**config.mk**
```make
export PLATFORM = sky130hd
export DESIGN_NAME = pic_top
export DESIGN_NICKNAME = d
export VERILOG_FILES = /design/src/pic_pkg.sv /design/src/pic_top.sv /design/src/pic_sync.sv /design/src/pic_arbiter.sv
export VERILOG_INCLUDE_DIRS = /design/src
export SDC_FILE = /design/constraint.sdc
export NUM_CORES = 1
export LEC_CHECK = 0
export BUFFER_PORTS_ARGS = -buffer_cell sky130_fd_sc_hd__buf_2
export CAP_MARGIN = 20
export CORE_ASPECT_RATIO = 0.9
export CORE_MARGIN = 2
export CORE_UTILIZATION = 35
export CTS_BUF_LIST = sky130_fd_sc_hd__clkbuf_8
export DETAILED_ROUTE_END_ITERATION = 8
export PLACE_DENSITY = 0.56
export SETUP_SLACK_MARGIN = 0.3
export SYNTH_ARGS = -nofsm -noshare
export SYNTH_HDL_FRONTEND = slang
export SYNTH_SLANG_ARGS = --single-unit
```
**constraint.sdc**
```tcl
create_clock -name sys_clk_i -period 3.38 [get_ports sys_clk_i]
set_clock_uncertainty 0.2 [all_clocks]
set_input_delay 0.338 -clock sys_clk_i [delete_from_list [all_inputs] [get_ports sys_clk_i]]
set_output_delay 0.338 -clock sys_clk_i [all_outputs]
set_load 0.03 [all_outputs]
```
**src/pic_cfg.svh**
```systemverilog
// Constants of the prioritized interrupt controller
`ifndef PIC_CFG_SVH
`define PIC_CFG_SVH

// Sizes
`define PIC_NSRC       16
`define PIC_ADDR_W     4
`define PIC_DATA_W     8
`define PIC_VEC_W      8

// Register offsets
`define PIC_ADR_BASE_EN  4'h0
`define PIC_ADR_BASE_PRI 4'h1
`define PIC_ADR_EXT_EN   4'h2
`define PIC_ADR_EXT_PRI  4'h3
`define PIC_ADR_CTRL     4'h4
`define PIC_ADR_SVC      4'h5
`define PIC_ADR_ISTAT    4'h6
`define PIC_ADR_IMASK    4'h7
`define PIC_ADR_ACTIVE   4'h8

// Reset value of every control register
`define PIC_RST_BYTE     8'h00

// Field positions
`define PIC_CTRL_PFEN    0
`define PIC_EV_GRANT     0
`define PIC_EV_PF        1
`define PIC_EV_SPUR      2
`define PIC_EV_W         3
`define PIC_BASE_W       7

// Source indices, natural priority minus one
`define PIC_SRC_PF       4'h0
`define PIC_SRC_SERIAL   4'h5
`define PIC_SRC_ADC      4'h9
`define PIC_SRC_PMBUF    4'hC
`define PIC_EXT_FIRST    8

// Vector addresses
`define PIC_VEC_PF       8'h33
`define PIC_VEC_BASE     8'h03
`define PIC_VEC_STEP     8'h08
`define PIC_VEC_GAP_IDX  4'h7
`define PIC_VEC_SERIAL   8'h23
`define PIC_VEC_ADC      8'h4B
`define PIC_VEC_PMBUF    8'h63

`endif

```
**src/pic_pkg.sv**
```systemverilog
// Types and vector decode of the prioritized interrupt controller
`include "pic_cfg.svh"

package pic_pkg;

  // Service level, ordered so that a larger value wins
  typedef enum logic [1:0] {
    PIC_LVL_NONE,
    PIC_LVL_LOW,
    PIC_LVL_HIGH,
    PIC_LVL_PF
  } pic_level_t;

  // Offer sequencer
  typedef enum logic {
    PIC_ST_IDLE,
    PIC_ST_OFFER
  } pic_state_t;

  typedef logic [3:0] pic_src_t;

  // Fixed vector of a source; the power-fail slot sits in the gap
  function automatic logic [7:0] pic_vector(input pic_src_t s);
    logic [7:0] v;
    v = `PIC_VEC_BASE + (8'(s) - 8'h01) * `PIC_VEC_STEP;
    if (s >= `PIC_VEC_GAP_IDX) begin
      v = v + `PIC_VEC_STEP;
    end
    if (s == `PIC_SRC_PF) begin
      v = `PIC_VEC_PF;
    end
    return v;
  endfunction

endpackage

```
**src/pic_top.sv**
```systemverilog
// Prioritized interrupt controller: registers, arbitration, core hand-off
//
// The plain strobed port and the address map were decided locally.
`timescale 1ns/10ps
`include "pic_cfg.svh"

// What this block does
// Takes sixteen request sources and arbitrates them over three levels.
// Enabled power-fail beats everything and vectors to 33h.
// Other sources are high or low per register; high served first.
// Equal-level ties go to smallest natural priority number, 1 to 16.
// Newer sources rank below external, timer and serial sources.
// Serial 0 request is transmit-done OR receive-done; vector 23h, rank 6.
// Conversion done vectors to 4Bh, rank 10, extended bit 1.
// Power-management buffer full vectors to 63h, rank 13, extended bit 4.
// Request needs its flag and its enable bit set together.
// Acknowledge presents vector, blocks same or lower level until return.
module pic_top
  import pic_pkg::*;
(
  // Clock and reset
  input  wire logic        sys_clk_i,
  input  wire logic        rst_n_i,
  // Register port
  input  wire logic [3:0]  reg_addr_i,
  input  wire logic [7:0]  reg_wdata_i,
  input  wire logic        reg_we_i,
  input  wire logic        reg_re_i,
  output logic      [7:0]  reg_rdata_o,
  // Asynchronous request pins
  input  wire logic        power_fail_request_i,
  input  wire logic        ext0_pin_i,
  input  wire logic        ext1_pin_i,
  // Peripheral flags on this clock
  input  wire logic        timer0_flag_i,
  input  wire logic        timer1_flag_i,
  input  wire logic        serial0_tx_done_flag_i,
  input  wire logic        serial0_rx_done_flag_i,
  input  wire logic        timer2_flag_i,
  input  wire logic        activity_flag_i,
  input  wire logic        twowire_flag_i,
  input  wire logic        conversion_done_request_i,
  input  wire logic        mouse_flag_i,
  input  wire logic        keyboard_flag_i,
  input  wire logic        pm_input_buffer_full_flag_i,
  input  wire logic        key_detect_flag_i,
  input  wire logic        watchdog_flag_i,
  input  wire logic        detached_kb_flag_i,
  // Processor core side
  input  wire logic        core_ack_i,
  input  wire logic        core_return_i,
  output logic             int_req_o,
  output logic      [7:0]  int_vector_o,
  // Interrupt to software
  output logic             irq_o
);

  localparam int N = `PIC_NSRC;

  // Control registers
  logic [`PIC_BASE_W-1:0] base_enable_reg_q;
  logic [`PIC_BASE_W-1:0] base_priority_reg_q;
  logic [7:0]             extended_enable_reg_q;
  logic [7:0]             extended_priority_reg_q;
  logic                   power_fail_request_enable_q;
  logic [`PIC_EV_W-1:0]   istat_q;
  logic [`PIC_EV_W-1:0]   imask_q;
  // Service state
  pic_state_t             state_q;
  pic_src_t               src_q;
  logic                   src_hi_q;
  logic [2:0]             svc_q;
  // Request path
  logic [2:0]             pins_sync;
  logic                   serial0_request;
  logic                   pm_buffer_request;
  logic [N-1:0]           flag_vec;
  logic [N-1:0]           en_vec;
  logic [N-1:0]           hi_vec;
  logic [N-1:0]           pend_vec;
  logic                   win_valid;
  pic_src_t               win_src;
  pic_level_t             win_level;
  pic_level_t             cur_level;
  logic                   win_ok;
  logic                   take;
  logic                   ret;
  logic [`PIC_EV_W-1:0]   ev_set;
  logic [7:0]             rdata_d;

  // Pins cross into the clock domain
  pic_sync #(
    .W (3)
  ) u_sync (
    .sys_clk_i (sys_clk_i),
    .rst_n_i   (rst_n_i),
    .d_i       ({ext1_pin_i, ext0_pin_i, power_fail_request_i}),
    .q_o       (pins_sync)
  );

  // Combined source requests
  assign serial0_request   = serial0_tx_done_flag_i
                           | serial0_rx_done_flag_i;
  assign pm_buffer_request = pm_input_buffer_full_flag_i;

  // Flags in natural priority order, index 0 is power fail
  assign flag_vec = {detached_kb_flag_i, watchdog_flag_i,
                     key_detect_flag_i, pm_buffer_request,
                     keyboard_flag_i, mouse_flag_i,
                     conversion_done_request_i, twowire_flag_i,
                     activity_flag_i, timer2_flag_i, serial0_request,
                     timer1_flag_i, pins_sync[2], timer0_flag_i,
                     pins_sync[1], pins_sync[0]};

  // Enable and level maps; newer sources live in extended registers
  assign en_vec = {extended_enable_reg_q, base_enable_reg_q,
                   power_fail_request_enable_q};
  assign hi_vec = {extended_priority_reg_q, base_priority_reg_q,
                   1'b0};
  assign pend_vec = flag_vec & en_vec;

  // Winner among pending sources
  pic_arbiter #(
    .N (N)
  ) u_arb (
    .pend_i      (pend_vec),
    .high_i      (hi_vec),
    .win_valid_o (win_valid),
    .win_src_o   (win_src),
    .win_level_o (win_level)
  );

  // Highest level now in service
  always_comb begin
    cur_level = PIC_LVL_NONE;
    if (svc_q[2]) begin
      cur_level = PIC_LVL_PF;
    end else if (svc_q[1]) begin
      cur_level = PIC_LVL_HIGH;
    end else if (svc_q[0]) begin
      cur_level = PIC_LVL_LOW;
    end
  end

  assign win_ok = win_valid && (win_level > cur_level);
  assign take   = core_ack_i && (state_q == PIC_ST_OFFER);
  assign ret    = core_return_i;

  // Offer sequencer, re-arbitrated every cycle while offering
  always_ff @(posedge sys_clk_i or negedge rst_n_i) begin
    if (!rst_n_i) begin
      state_q      <= PIC_ST_IDLE;
      int_req_o    <= 1'b0;
      int_vector_o <= 8'h00;
      src_q        <= 4'h0;
      src_hi_q     <= 1'b0;
    end else begin
      case (state_q)
        PIC_ST_IDLE: begin
          if (win_ok && !ret) begin
            state_q      <= PIC_ST_OFFER;
            int_req_o    <= 1'b1;
            int_vector_o <= pic_vector(win_src);
            src_q        <= win_src;
            src_hi_q     <= (win_level == PIC_LVL_HIGH);
          end
        end
        PIC_ST_OFFER: begin
          if (take || ret || !win_ok) begin
            state_q   <= PIC_ST_IDLE;
            int_req_o <= 1'b0;
          end else begin
            int_vector_o <= pic_vector(win_src);
            src_q        <= win_src;
            src_hi_q     <= (win_level == PIC_LVL_HIGH);
          end
        end
        default: begin
          state_q   <= PIC_ST_IDLE;
          int_req_o <= 1'b0;
        end
      endcase
    end
  end

  // In-service levels: set on acknowledge, top one cleared on return
  always_ff @(posedge sys_clk_i or negedge rst_n_i) begin
    if (!rst_n_i) begin
      svc_q <= 3'h0;
    end else if (take) begin
      if (src_q == `PIC_SRC_PF) begin
        svc_q[2] <= 1'b1;
      end else if (src_hi_q) begin
        svc_q[1] <= 1'b1;
      end else begin
        svc_q[0] <= 1'b1;
      end
    end else if (ret) begin
      if (svc_q[2]) begin
        svc_q[2] <= 1'b0;
      end else if (svc_q[1]) begin
        svc_q[1] <= 1'b0;
      end else begin
        svc_q[0] <= 1'b0;
      end
    end
  end

  // Control register writes
  always_ff @(posedge sys_clk_i or negedge rst_n_i) begin
    if (!rst_n_i) begin
      base_enable_reg_q           <= `PIC_BASE_W'(`PIC_RST_BYTE);
      base_priority_reg_q         <= `PIC_BASE_W'(`PIC_RST_BYTE);
      extended_enable_reg_q       <= `PIC_RST_BYTE;
      extended_priority_reg_q     <= `PIC_RST_BYTE;
      power_fail_request_enable_q <= 1'b0;
      imask_q                     <= '0;
    end else if (reg_we_i) begin
      case (reg_addr_i)
        `PIC_ADR_BASE_EN:  base_enable_reg_q <= reg_wdata_i[6:0];
        `PIC_ADR_BASE_PRI: base_priority_reg_q <= reg_wdata_i[6:0];
        `PIC_ADR_EXT_EN:   extended_enable_reg_q <= reg_wdata_i;
        `PIC_ADR_EXT_PRI:  extended_priority_reg_q <= reg_wdata_i;
        `PIC_ADR_CTRL: begin
          power_fail_request_enable_q <= reg_wdata_i[`PIC_CTRL_PFEN];
        end
        `PIC_ADR_IMASK:    imask_q <= reg_wdata_i[`PIC_EV_W-1:0];
        default: begin
        end
      endcase
    end
  end

  // Event bits: grant, power-fail grant, return with nothing in service
  assign ev_set = {ret && (svc_q == 3'h0),
                   take && (src_q == `PIC_SRC_PF),
                   take};

  // Sticky status, write one to clear; a new event beats the clear
  always_ff @(posedge sys_clk_i or negedge rst_n_i) begin
    if (!rst_n_i) begin
      istat_q <= '0;
    end else begin
      if (reg_we_i && (reg_addr_i == `PIC_ADR_ISTAT)) begin
        istat_q <= (istat_q & ~reg_wdata_i[`PIC_EV_W-1:0]) | ev_set;
      end else begin
        istat_q <= istat_q | ev_set;
      end
    end
  end

  // Level interrupt from registered status
  always_ff @(posedge sys_clk_i or negedge rst_n_i) begin
    if (!rst_n_i) begin
      irq_o <= 1'b0;
    end else begin
      irq_o <= |(istat_q & imask_q);
    end
  end

  // Read decode; unmapped offsets read zero
  always_comb begin
    rdata_d = 8'h00;
    case (reg_addr_i)
      `PIC_ADR_BASE_EN:  rdata_d = {1'b0, base_enable_reg_q};
      `PIC_ADR_BASE_PRI: rdata_d = {1'b0, base_priority_reg_q};
      `PIC_ADR_EXT_EN:   rdata_d = extended_enable_reg_q;
      `PIC_ADR_EXT_PRI:  rdata_d = extended_priority_reg_q;
      `PIC_ADR_CTRL:     rdata_d = {7'h00, power_fail_request_enable_q};
      `PIC_ADR_SVC:      rdata_d = {4'h0, int_req_o, svc_q};
      `PIC_ADR_ISTAT:    rdata_d = {5'h00, istat_q};
      `PIC_ADR_IMASK:    rdata_d = {5'h00, imask_q};
      `PIC_ADR_ACTIVE:   rdata_d = {3'h0, src_hi_q, src_q};
      default:           rdata_d = 8'h00;
    endcase
  end

  // Read data stands one cycle after the strobe only
  always_ff @(posedge sys_clk_i or negedge rst_n_i) begin
    if (!rst_n_i) begin
      reg_rdata_o <= 8'h00;
    end else if (reg_re_i) begin
      reg_rdata_o <= rdata_d;
    end else begin
      reg_rdata_o <= 8'h00;
    end
  end
endmodule

```
**src/pic_sync.sv**
```systemverilog
// Two-stage synchroniser for asynchronous request pins
`timescale 1ns/10ps

module pic_sync #(
  parameter int W = 3
) (
  // Clock and reset
  input  wire logic         sys_clk_i,
  input  wire logic         rst_n_i,
  // Data
  input  wire logic [W-1:0] d_i,
  output logic      [W-1:0] q_o
);

  logic [W-1:0] meta_q;

  // First stage feeds only the second
  always_ff @(posedge sys_clk_i or negedge rst_n_i) begin
    if (!rst_n_i) begin
      meta_q <= '0;
      q_o    <= '0;
    end else begin
      meta_q <= d_i;
      q_o    <= meta_q;
    end
  end

endmodule

```
**src/pic_arbiter.sv**
```systemverilog
// Combinational three-level arbiter over the pending sources
`timescale 1ns/10ps
`include "pic_cfg.svh"

module pic_arbiter
  import pic_pkg::*;
#(
  parameter int N = `PIC_NSRC
) (
  // Pending requests and per-source high level
  input  wire logic [N-1:0] pend_i,
  input  wire logic [N-1:0] high_i,
  // Winner
  output logic              win_valid_o,
  output pic_src_t          win_src_o,
  output pic_level_t        win_level_o
);

  // Lowest set index, i.e. best natural priority
  function automatic pic_src_t first_set(input logic [N-1:0] v);
    pic_src_t r;
    r = '0;
    for (int i = N - 1; i >= 0; i--) begin
      if (v[i]) begin
        r = pic_src_t'(i);
      end
    end
    return r;
  endfunction

  logic [N-1:0] hi_pend;

  // Power fail first, then high, then low
  always_comb begin
    hi_pend     = pend_i & high_i;
    win_valid_o = |pend_i;
    win_src_o   = first_set(pend_i);
    win_level_o = PIC_LVL_LOW;
    if (pend_i[`PIC_SRC_PF]) begin
      win_src_o   = `PIC_SRC_PF;
      win_level_o = PIC_LVL_PF;
    end else if (|hi_pend) begin
      win_src_o   = first_set(hi_pend);
      win_level_o = PIC_LVL_HIGH;
    end else if (!win_valid_o) begin
      win_level_o = PIC_LVL_NONE;
    end
  end

endmodule

```
# Word-level counts from Yosys, hierarchy flattened
# Cells that the tools add are included.
[word_totals]
reg_bits = 70
latch_bits = 0
ramBits = 0
romBits = 0
inputBits = 35
out_inout_bits = 18
memories = 0
[op_classes]
addsub = 3
multipliers = 0
div_mod_pow = 0
n_lt_le_gt_ge = 2
eq_ne = 18
shifts = 0
muxes = 67
n_bitwise = 9
n_reduce_logical = 29
[op_table]
columns = ["operator", "n"]
rows = [
  ["$mux 4", 35],
  ["$pmux 8 s9", 1],
  ["$mux 8", 5],
  ["$and 16x16->16", 2],
  ["$reduce_or 16->1", 2],
  ["$reduce_and 2->1", 9],
  ["$eq 4x3->1 const B", 4],
  ["$pmux 8 s2", 1],
  ["$logic_not 4->1", 3],
  ["$mux 1", 12],
  ["$mux 2", 6],
  ["$ne 2x2->1 const B", 5],
  ["$mux 3", 3],
  ["$add 2x8->8 const A", 1],
  ["$add 8x4->8 const B", 1],
  ["$eq 4x2->1 const B", 2],
  ["$ne 2x1->1 const B", 4],
  ["$pmux 4 s2", 1],
  ["$and 3x3->3", 2],
  ["$logic_and 1x1->1", 6],
  ["$or 3x3->3", 2],
  ["$pmux 1 s2", 3],
  ["$reduce_and 5->1", 1],
  ["$sub 4x1->5 const B", 1],
  ["other kinds (14)", 16],
]

# Depth between registers and ports, before layout
[depth]
ltp_word = 28
depth_mapped = 14
ltp_nobuf = 14

# Cells and area by module
# A second synthesis with hierarchy kept.
[unflattened]
hier_cells = 342
hier_area_um2 = 3832.4
[modules_own_cells]
columns = ["mod", "n_inst", "cells_each", "area_per_inst_um2"]
rows = [
  ["pic_top", 1, 265, 3214.3],
  ["pic_arbiter", 1, 71, 467.9],
  ["pic_sync", 1, 6, 150.1],
]

# Least setup slack after synthesis
# No wires, ideal clock.
[synth_path]
kind = "reg-to-reg"
start = "register extended_enable_reg_q[0]"
end = "register src_hi_q"
t_arrival_ps = 2742
path_slack_ps = 297
stages_incl_launch_ff = 14
path_buffers = 2
cell_sequence = "dfrtp_1 -> and3_4 -> nand4b_1 -> or2_4 -> o31ai_1 -> nand2_1 -> ha_1 -> nand2_1 -> nand2_1 -> or4_1 -> clkbuf_1 -> clkbuf_1 -> nand2_1 -> o21ai_0"
[synth_via]
elab_chain_len = 11
word_cells_on_any_way = 19
classes_between = "1 x order compare; 3 x eq/ne; 6 x mux; 2 x bitwise; 7 x reduce/logical"
[synth_lines]
columns = ["item", "line_no", "source"]
rows = [
  ["start, declared", "pic_top.sv:63", "logic [7:0] extended_enable_reg_q;"],
  ["start signal, assigned", "pic_top.sv:214", "extended_enable_reg_q <= `PIC_RST_BYTE;"],
  ["start signal, assigned", "pic_top.sv:222", "`PIC_ADR_EXT_EN: extended_enable_reg_q <= reg_wdata_i;"],
  ["$and 16x16->16 (*)", "pic_top.sv:120", "assign pend_vec = flag_vec & en_vec;"],
  ["$reduce_or 16->1 or $and 16x16->16 (tied branches)", "pic_arbiter.sv:36, pic_arbiter.sv:35", ""],
  ["$mux 1 or $reduce_or 16->1 (tied branches)", "pic_arbiter.sv:45, pic_arbiter.sv:42", ""],
  ["$mux 2", "pic_arbiter.sv:42", "end else if (|hi_pend) begin"],
  ["$mux 2", "pic_arbiter.sv:39", "if (pend_i[`PIC_SRC_PF]) begin"],
  ["$gt 2x2->1", "pic_top.sv:145", "assign win_ok = win_valid && (win_level > cur_level);"],
  ["$logic_and 1x1->1", "pic_top.sv:145", ""],
  ["$logic_not 1->1", "pic_top.sv:169", "if (take || ret || !win_ok) begin"],
  ["$logic_or 1x1->1", "pic_top.sv:169", ""],
  ["$ne 2x2->1 (no source line)", "--", ""],
  ["$reduce_and 2->1 (no source line)", "--", ""],
  ["end signal, assigned", "pic_top.sv:165", "src_hi_q <= (win_level == PIC_LVL_HIGH);"],
  ["end signal, assigned", "pic_top.sv:175", "src_hi_q <= (win_level == PIC_LVL_HIGH);"],
  ["end, declared", "pic_top.sv:71", "logic src_hi_q;"],
]
# Every way passes the cells marked *; elsewhere a longest branch is shown, timed or not. The select of a mux whose other input is x is not followed.
# A chain may end at the register's enable or synchronous reset.

# Final worst setup path
[layout_path]
start = "register base_enable_reg_q[6]"
end = "register int_vector_o[6]"
[layout_via]
elab_chain_len = 19
word_cells_on_any_way = 42
classes_between = "3 x add/sub; 2 x order compare; 2 x eq/ne; 25 x mux; 2 x bitwise; 8 x reduce/logical"
[layout_lines]
columns = ["item", "line_no", "source"]
rows = [
  ["start, declared", "pic_top.sv:61", "logic [`PIC_BASE_W-1:0] base_enable_reg_q;"],
  ["start signal, assigned", "pic_top.sv:212", "base_enable_reg_q <= `PIC_BASE_W'(`PIC_RST_BYTE);"],
  ["start signal, assigned", "pic_top.sv:220", "`PIC_ADR_BASE_EN: base_enable_reg_q <= reg_wdata_i[6:0];"],
  ["$and 16x16->16 (*)", "pic_top.sv:120", ""],
  ["$and 16x16->16", "pic_arbiter.sv:35", "hi_pend = pend_i & high_i;"],
  ["$mux 4 (8 in series)", "pic_arbiter.sv:24", "if (v[i]) begin"],
  ["$mux 4 (*)", "pic_arbiter.sv:42", ""],
  ["$mux 4 (*)", "pic_arbiter.sv:39", ""],
  ["named net u_arb.win_src_o[1]", "pic_arbiter.sv:15", "output pic_src_t win_src_o,"],
  ["$sub 4x1->5", "pic_pkg.sv:25", "v = `PIC_VEC_BASE + (8'(s) - 8'h01) * `PIC_VEC_STEP;"],
  ["$add 2x8->8 (no source line)", "--", ""],
  ["$add 8x4->8 (no source line)", "--", ""],
  ["$mux 8", "pic_pkg.sv:26", "if (s >= `PIC_VEC_GAP_IDX) begin"],
  ["$mux 8 (*)", "pic_pkg.sv:29", "if (s == `PIC_SRC_PF) begin"],
  ["$mux 8, on equally long branches", "pic_top.sv:169, pic_top.sv:160", ""],
  ["$pmux 8 s2 (*)", "pic_top.sv:158", "case (state_q)"],
  ["end signal, assigned", "pic_top.sv:163", "int_vector_o <= pic_vector(win_src);"],
  ["end signal, assigned", "pic_top.sv:173", "int_vector_o <= pic_vector(win_src);"],
  ["end, declared", "pic_top.sv:53", "output logic [7:0] int_vector_o,"],
]
# Mark *: on every way through the listed nets, which the timed path passes. The rest lies on a longest branch. The select of a mux whose other input is x is not followed.

==> flow_metrics.tcl <==
set metrics [dict create \
    rrSetupSlack_ns 0.36 \
    top_level_ports 53 \
    final_cell_area_um2 4530 \
    fin_tns_setup_ns 0 \
    p_total_mw 3.39 \
    min_to "extended_enable_reg_q[7]" \
    leakage_nw 2.03 \
    synth_area_um2 3620 \
    worstPathArrival_ns 3.07 \
    synth.largest_area_cell "dfrtp_1" \
    numClockSinks 68 \
    holdPathStages 2 \
    vias_per_cell 5.45 \
    htreeDepth 3 \
    rows 35 \
    dieArea_um2 11200 \
    grt_busiest_layer "met2" \
    die_height_um 101 \
    drive_gt1_share_pct 39.0 \
    wl_per_cell_um 18.1 \
    cp_max_fo 5 \
    setup-violations-final 0 \
    power_density_nw_per_um2 748 \
    cts_root_buf "clkbuf_8" \
    cts_tree "built" \
    routed_wirelength_mm 10.1 \
    ys_seq_area_share_pct 47.0 \
    synth_warnings 0 \
    path_clk_slew_ns 0.07 \
    maxCapViolCount 0 \
    antenna_found_initial 0 \
    synthArstFlopShare_pct 100 \
    min_period_ns 3.02 \
    num_vias 3036 \
    slew_headroom_pct 49.0 \
    maxSlewViolCount 0 \
    min_path_type "input port to flop" \
    io_buffers 51 \
    fmax_ghz 0.331 \
    use_met2_pct 30.0 \
    yosys-top-cells-area "dfrtp_1, mux2_2, nand2_1, nand3_1, nor2_1" \
    endpoint_kind "flop" \
    multiInputGateArea_um2 1960 \
    critical_path_class "flop to flop" \
    hold_start "reg_wdata_i[7]" \
    rr_startpoint "base_enable_reg_q[6]" \
    ys_ff_latch 68 \
    core_region_area_um2 10200 \
    fin_nets 463 \
    grt_max_degree 29 \
    rsz0062_at_grt "true" \
    drt_iter0_markers 139 \
    vdd_ir_drop_max_mv 0.339 \
    critPathRequiredTime_ns 3.43 \
    worstMarginPinSlew_ns 0.763 \
    status "finished clean" \
    hpwl_mm 7.53 \
    grt_use_total_pct 18.7 \
    nFillCells 982 \
    initial_utilization_pct 35.7 \
    use_met1_pct 25.1 \
    first_global_vias 3110 \
    layout_common_cells "dfrtp_1, buf_2, nand2_1" \
    use_met3_pct 4.45 \
    synth_edf_count 0 \
    grt_overflow 0 \
    hold_viol_final 0 \
    worstSkewPairLatency_ns 0.36 \
    final_common_cell "dfrtp_1" \
    antennaDiodeCount 0 \
    startpoint_type "flop" \
    finalCritPeriodShare_pct 89.3 \
    regToRegEndpoint "int_vector_o[6]" \
    synthDistinctLibCells 61 \
    gp_congestion 0.928 \
    final-seq-area_um2 1710 \
    cts_buffer_depth 2 \
    synth_ff_type "dfrtp_1" \
    area_growth_pct 25.0 \
    cts_inserted_buffers 9 \
    grt_pass1_wl_mm 16.2 \
    die_w_um 111 \
    syn_avg_cell_area_um2 10.3 \
    drt_first_pass_iters 4 \
    drc 0 \
    r2r_cells 13 \
    synth_fp_nets 389 \
    syn_inst 350 \
    ant_nets 0 \
    place_area_um2 4070 \
    yosysTopAreaCellShare_pct 47.0 \
]
==> routing by layer <==
layer | wire [um] | vias to the layer above
li1 | - | 1442
met1 | 4780 | 1512
met2 | 4740 | 68
met3 | 399 | 14
met4 | 146 | 0
met5 | 0 | -
==> flip-flops by register name (all words and copies together) (netlist names), 3 cells and up <==
register,flops
base_enable_reg_q,7
base_priority_reg_q,7
extended_enable_reg_q,8
extended_priority_reg_q,8
imask_q,3
int_vector_o,6
istat_q,3
reg_rdata_o,8
src_q,4
svc_q,3
u_sync.meta_q,3
u_sync.q_o,3
==> cell usage after synthesis, types with 3 or more instances <==
| cell type | instances |
|---|---|
| a21o_1 | 3 |
| a21oi_1 | 13 |
| a22oi_1 | 10 |
| a31oi_1 | 6 |
| a32oi_1 | 4 |
| and3_1 | 3 |
| clkbuf_1 | 8 |
| dfrtp_1 | 68 |
| ha_1 | 4 |
| inv_1 | 10 |
| mux2_2 | 39 |
| mux2i_1 | 3 |
| mux4_2 | 3 |
| nand2_1 | 48 |
| nand3_1 | 20 |
| nor2_1 | 23 |
| nor2b_1 | 5 |
| nor3_1 | 7 |
| o211ai_1 | 4 |
| o21ai_0 | 10 |
| o21ai_1 | 4 |
==> worst max-delay path: stages (launching register included) <==
cell	delay (ns)
dfrtp_2	0.45
nand3_1	0.16
nand4_2	0.18
or2_4	0.31
nor2_4	0.18
a32oi_4	0.18
inv_2	0.09
ha_1	0.16
inv_1	0.06
o21a_4	0.24
a2111oi_4	0.34
o31ai_2	0.10
xnor2_1	0.17
o21ai_1	0.08
==> report_power, final <==
group	internal, mW	switching [mW]
clock network	0.392	0.296
logic	0.663	0.817
registers	1.02	0.202
total	2.07	1.31
==> metrics by stage <==
step	cells	hold WS, ns	util [%]	setup WS, ns
after floorplan	350	-0.158	-	0.367
final	557	0.0303	44.6	0.361
after detailed placement	529	0.136	40.1	0.118
after CTS	548	0.0207	42.8	0.303
after global placement	529	0.135	40.1	0.0904
after global routing	557	0.0269	44.6	0.233
==> worst max path at each step <==
stage                                    start              end  slack (ns)  depth (start not counted)
floorplan             extended_enable_reg_q[0]         src_q[2]        0.37                         13
global placement        serial0_rx_done_flag_i  int_vector_o[6]        0.09                         15
detailed placement      serial0_rx_done_flag_i  int_vector_o[6]        0.12                         14
CTS                 extended_priority_reg_q[0]  int_vector_o[4]        0.30                         13
global route              base_enable_reg_q[0]  int_vector_o[6]        0.23                         13
finish                    base_enable_reg_q[6]  int_vector_o[6]        0.36                         13
==> kinds of logic after synthesis <==
logic type / share of synthesized area (%)
AND/OR/NAND/NOR: 16.9
buffers and inverters: 2.69
adder cells (fa/ha/maj): 1.38
flip-flops: 47.0
multiplexers: 14.8
AO/OA/AOI/OAI: 16.6
other: 0.104
XOR/XNOR: 0.484
==> repair_timing <==
item	in CTS	in global routing
gates cloned	0	1
hold endpoints to repair	29	0
buffers inserted	0	8
endpoints found under the setup margin	4	11
gates resized for setup	4	34
pin swaps	0	10
hold buffers	4	0
==> final cells by class <==
cell class                      instances  share of cell area (%)
Timing Repair Buffer                   75                    9.95
Tap cell                              129                    3.57
Sequential cell                        68                    37.8
Inverter                               12                   0.995
Clock buffer                           12                    3.65
Multi-Input combinational cell        258                    43.2
Clock inverter                          3                   0.829
Power figures use the tool's default switching activity.
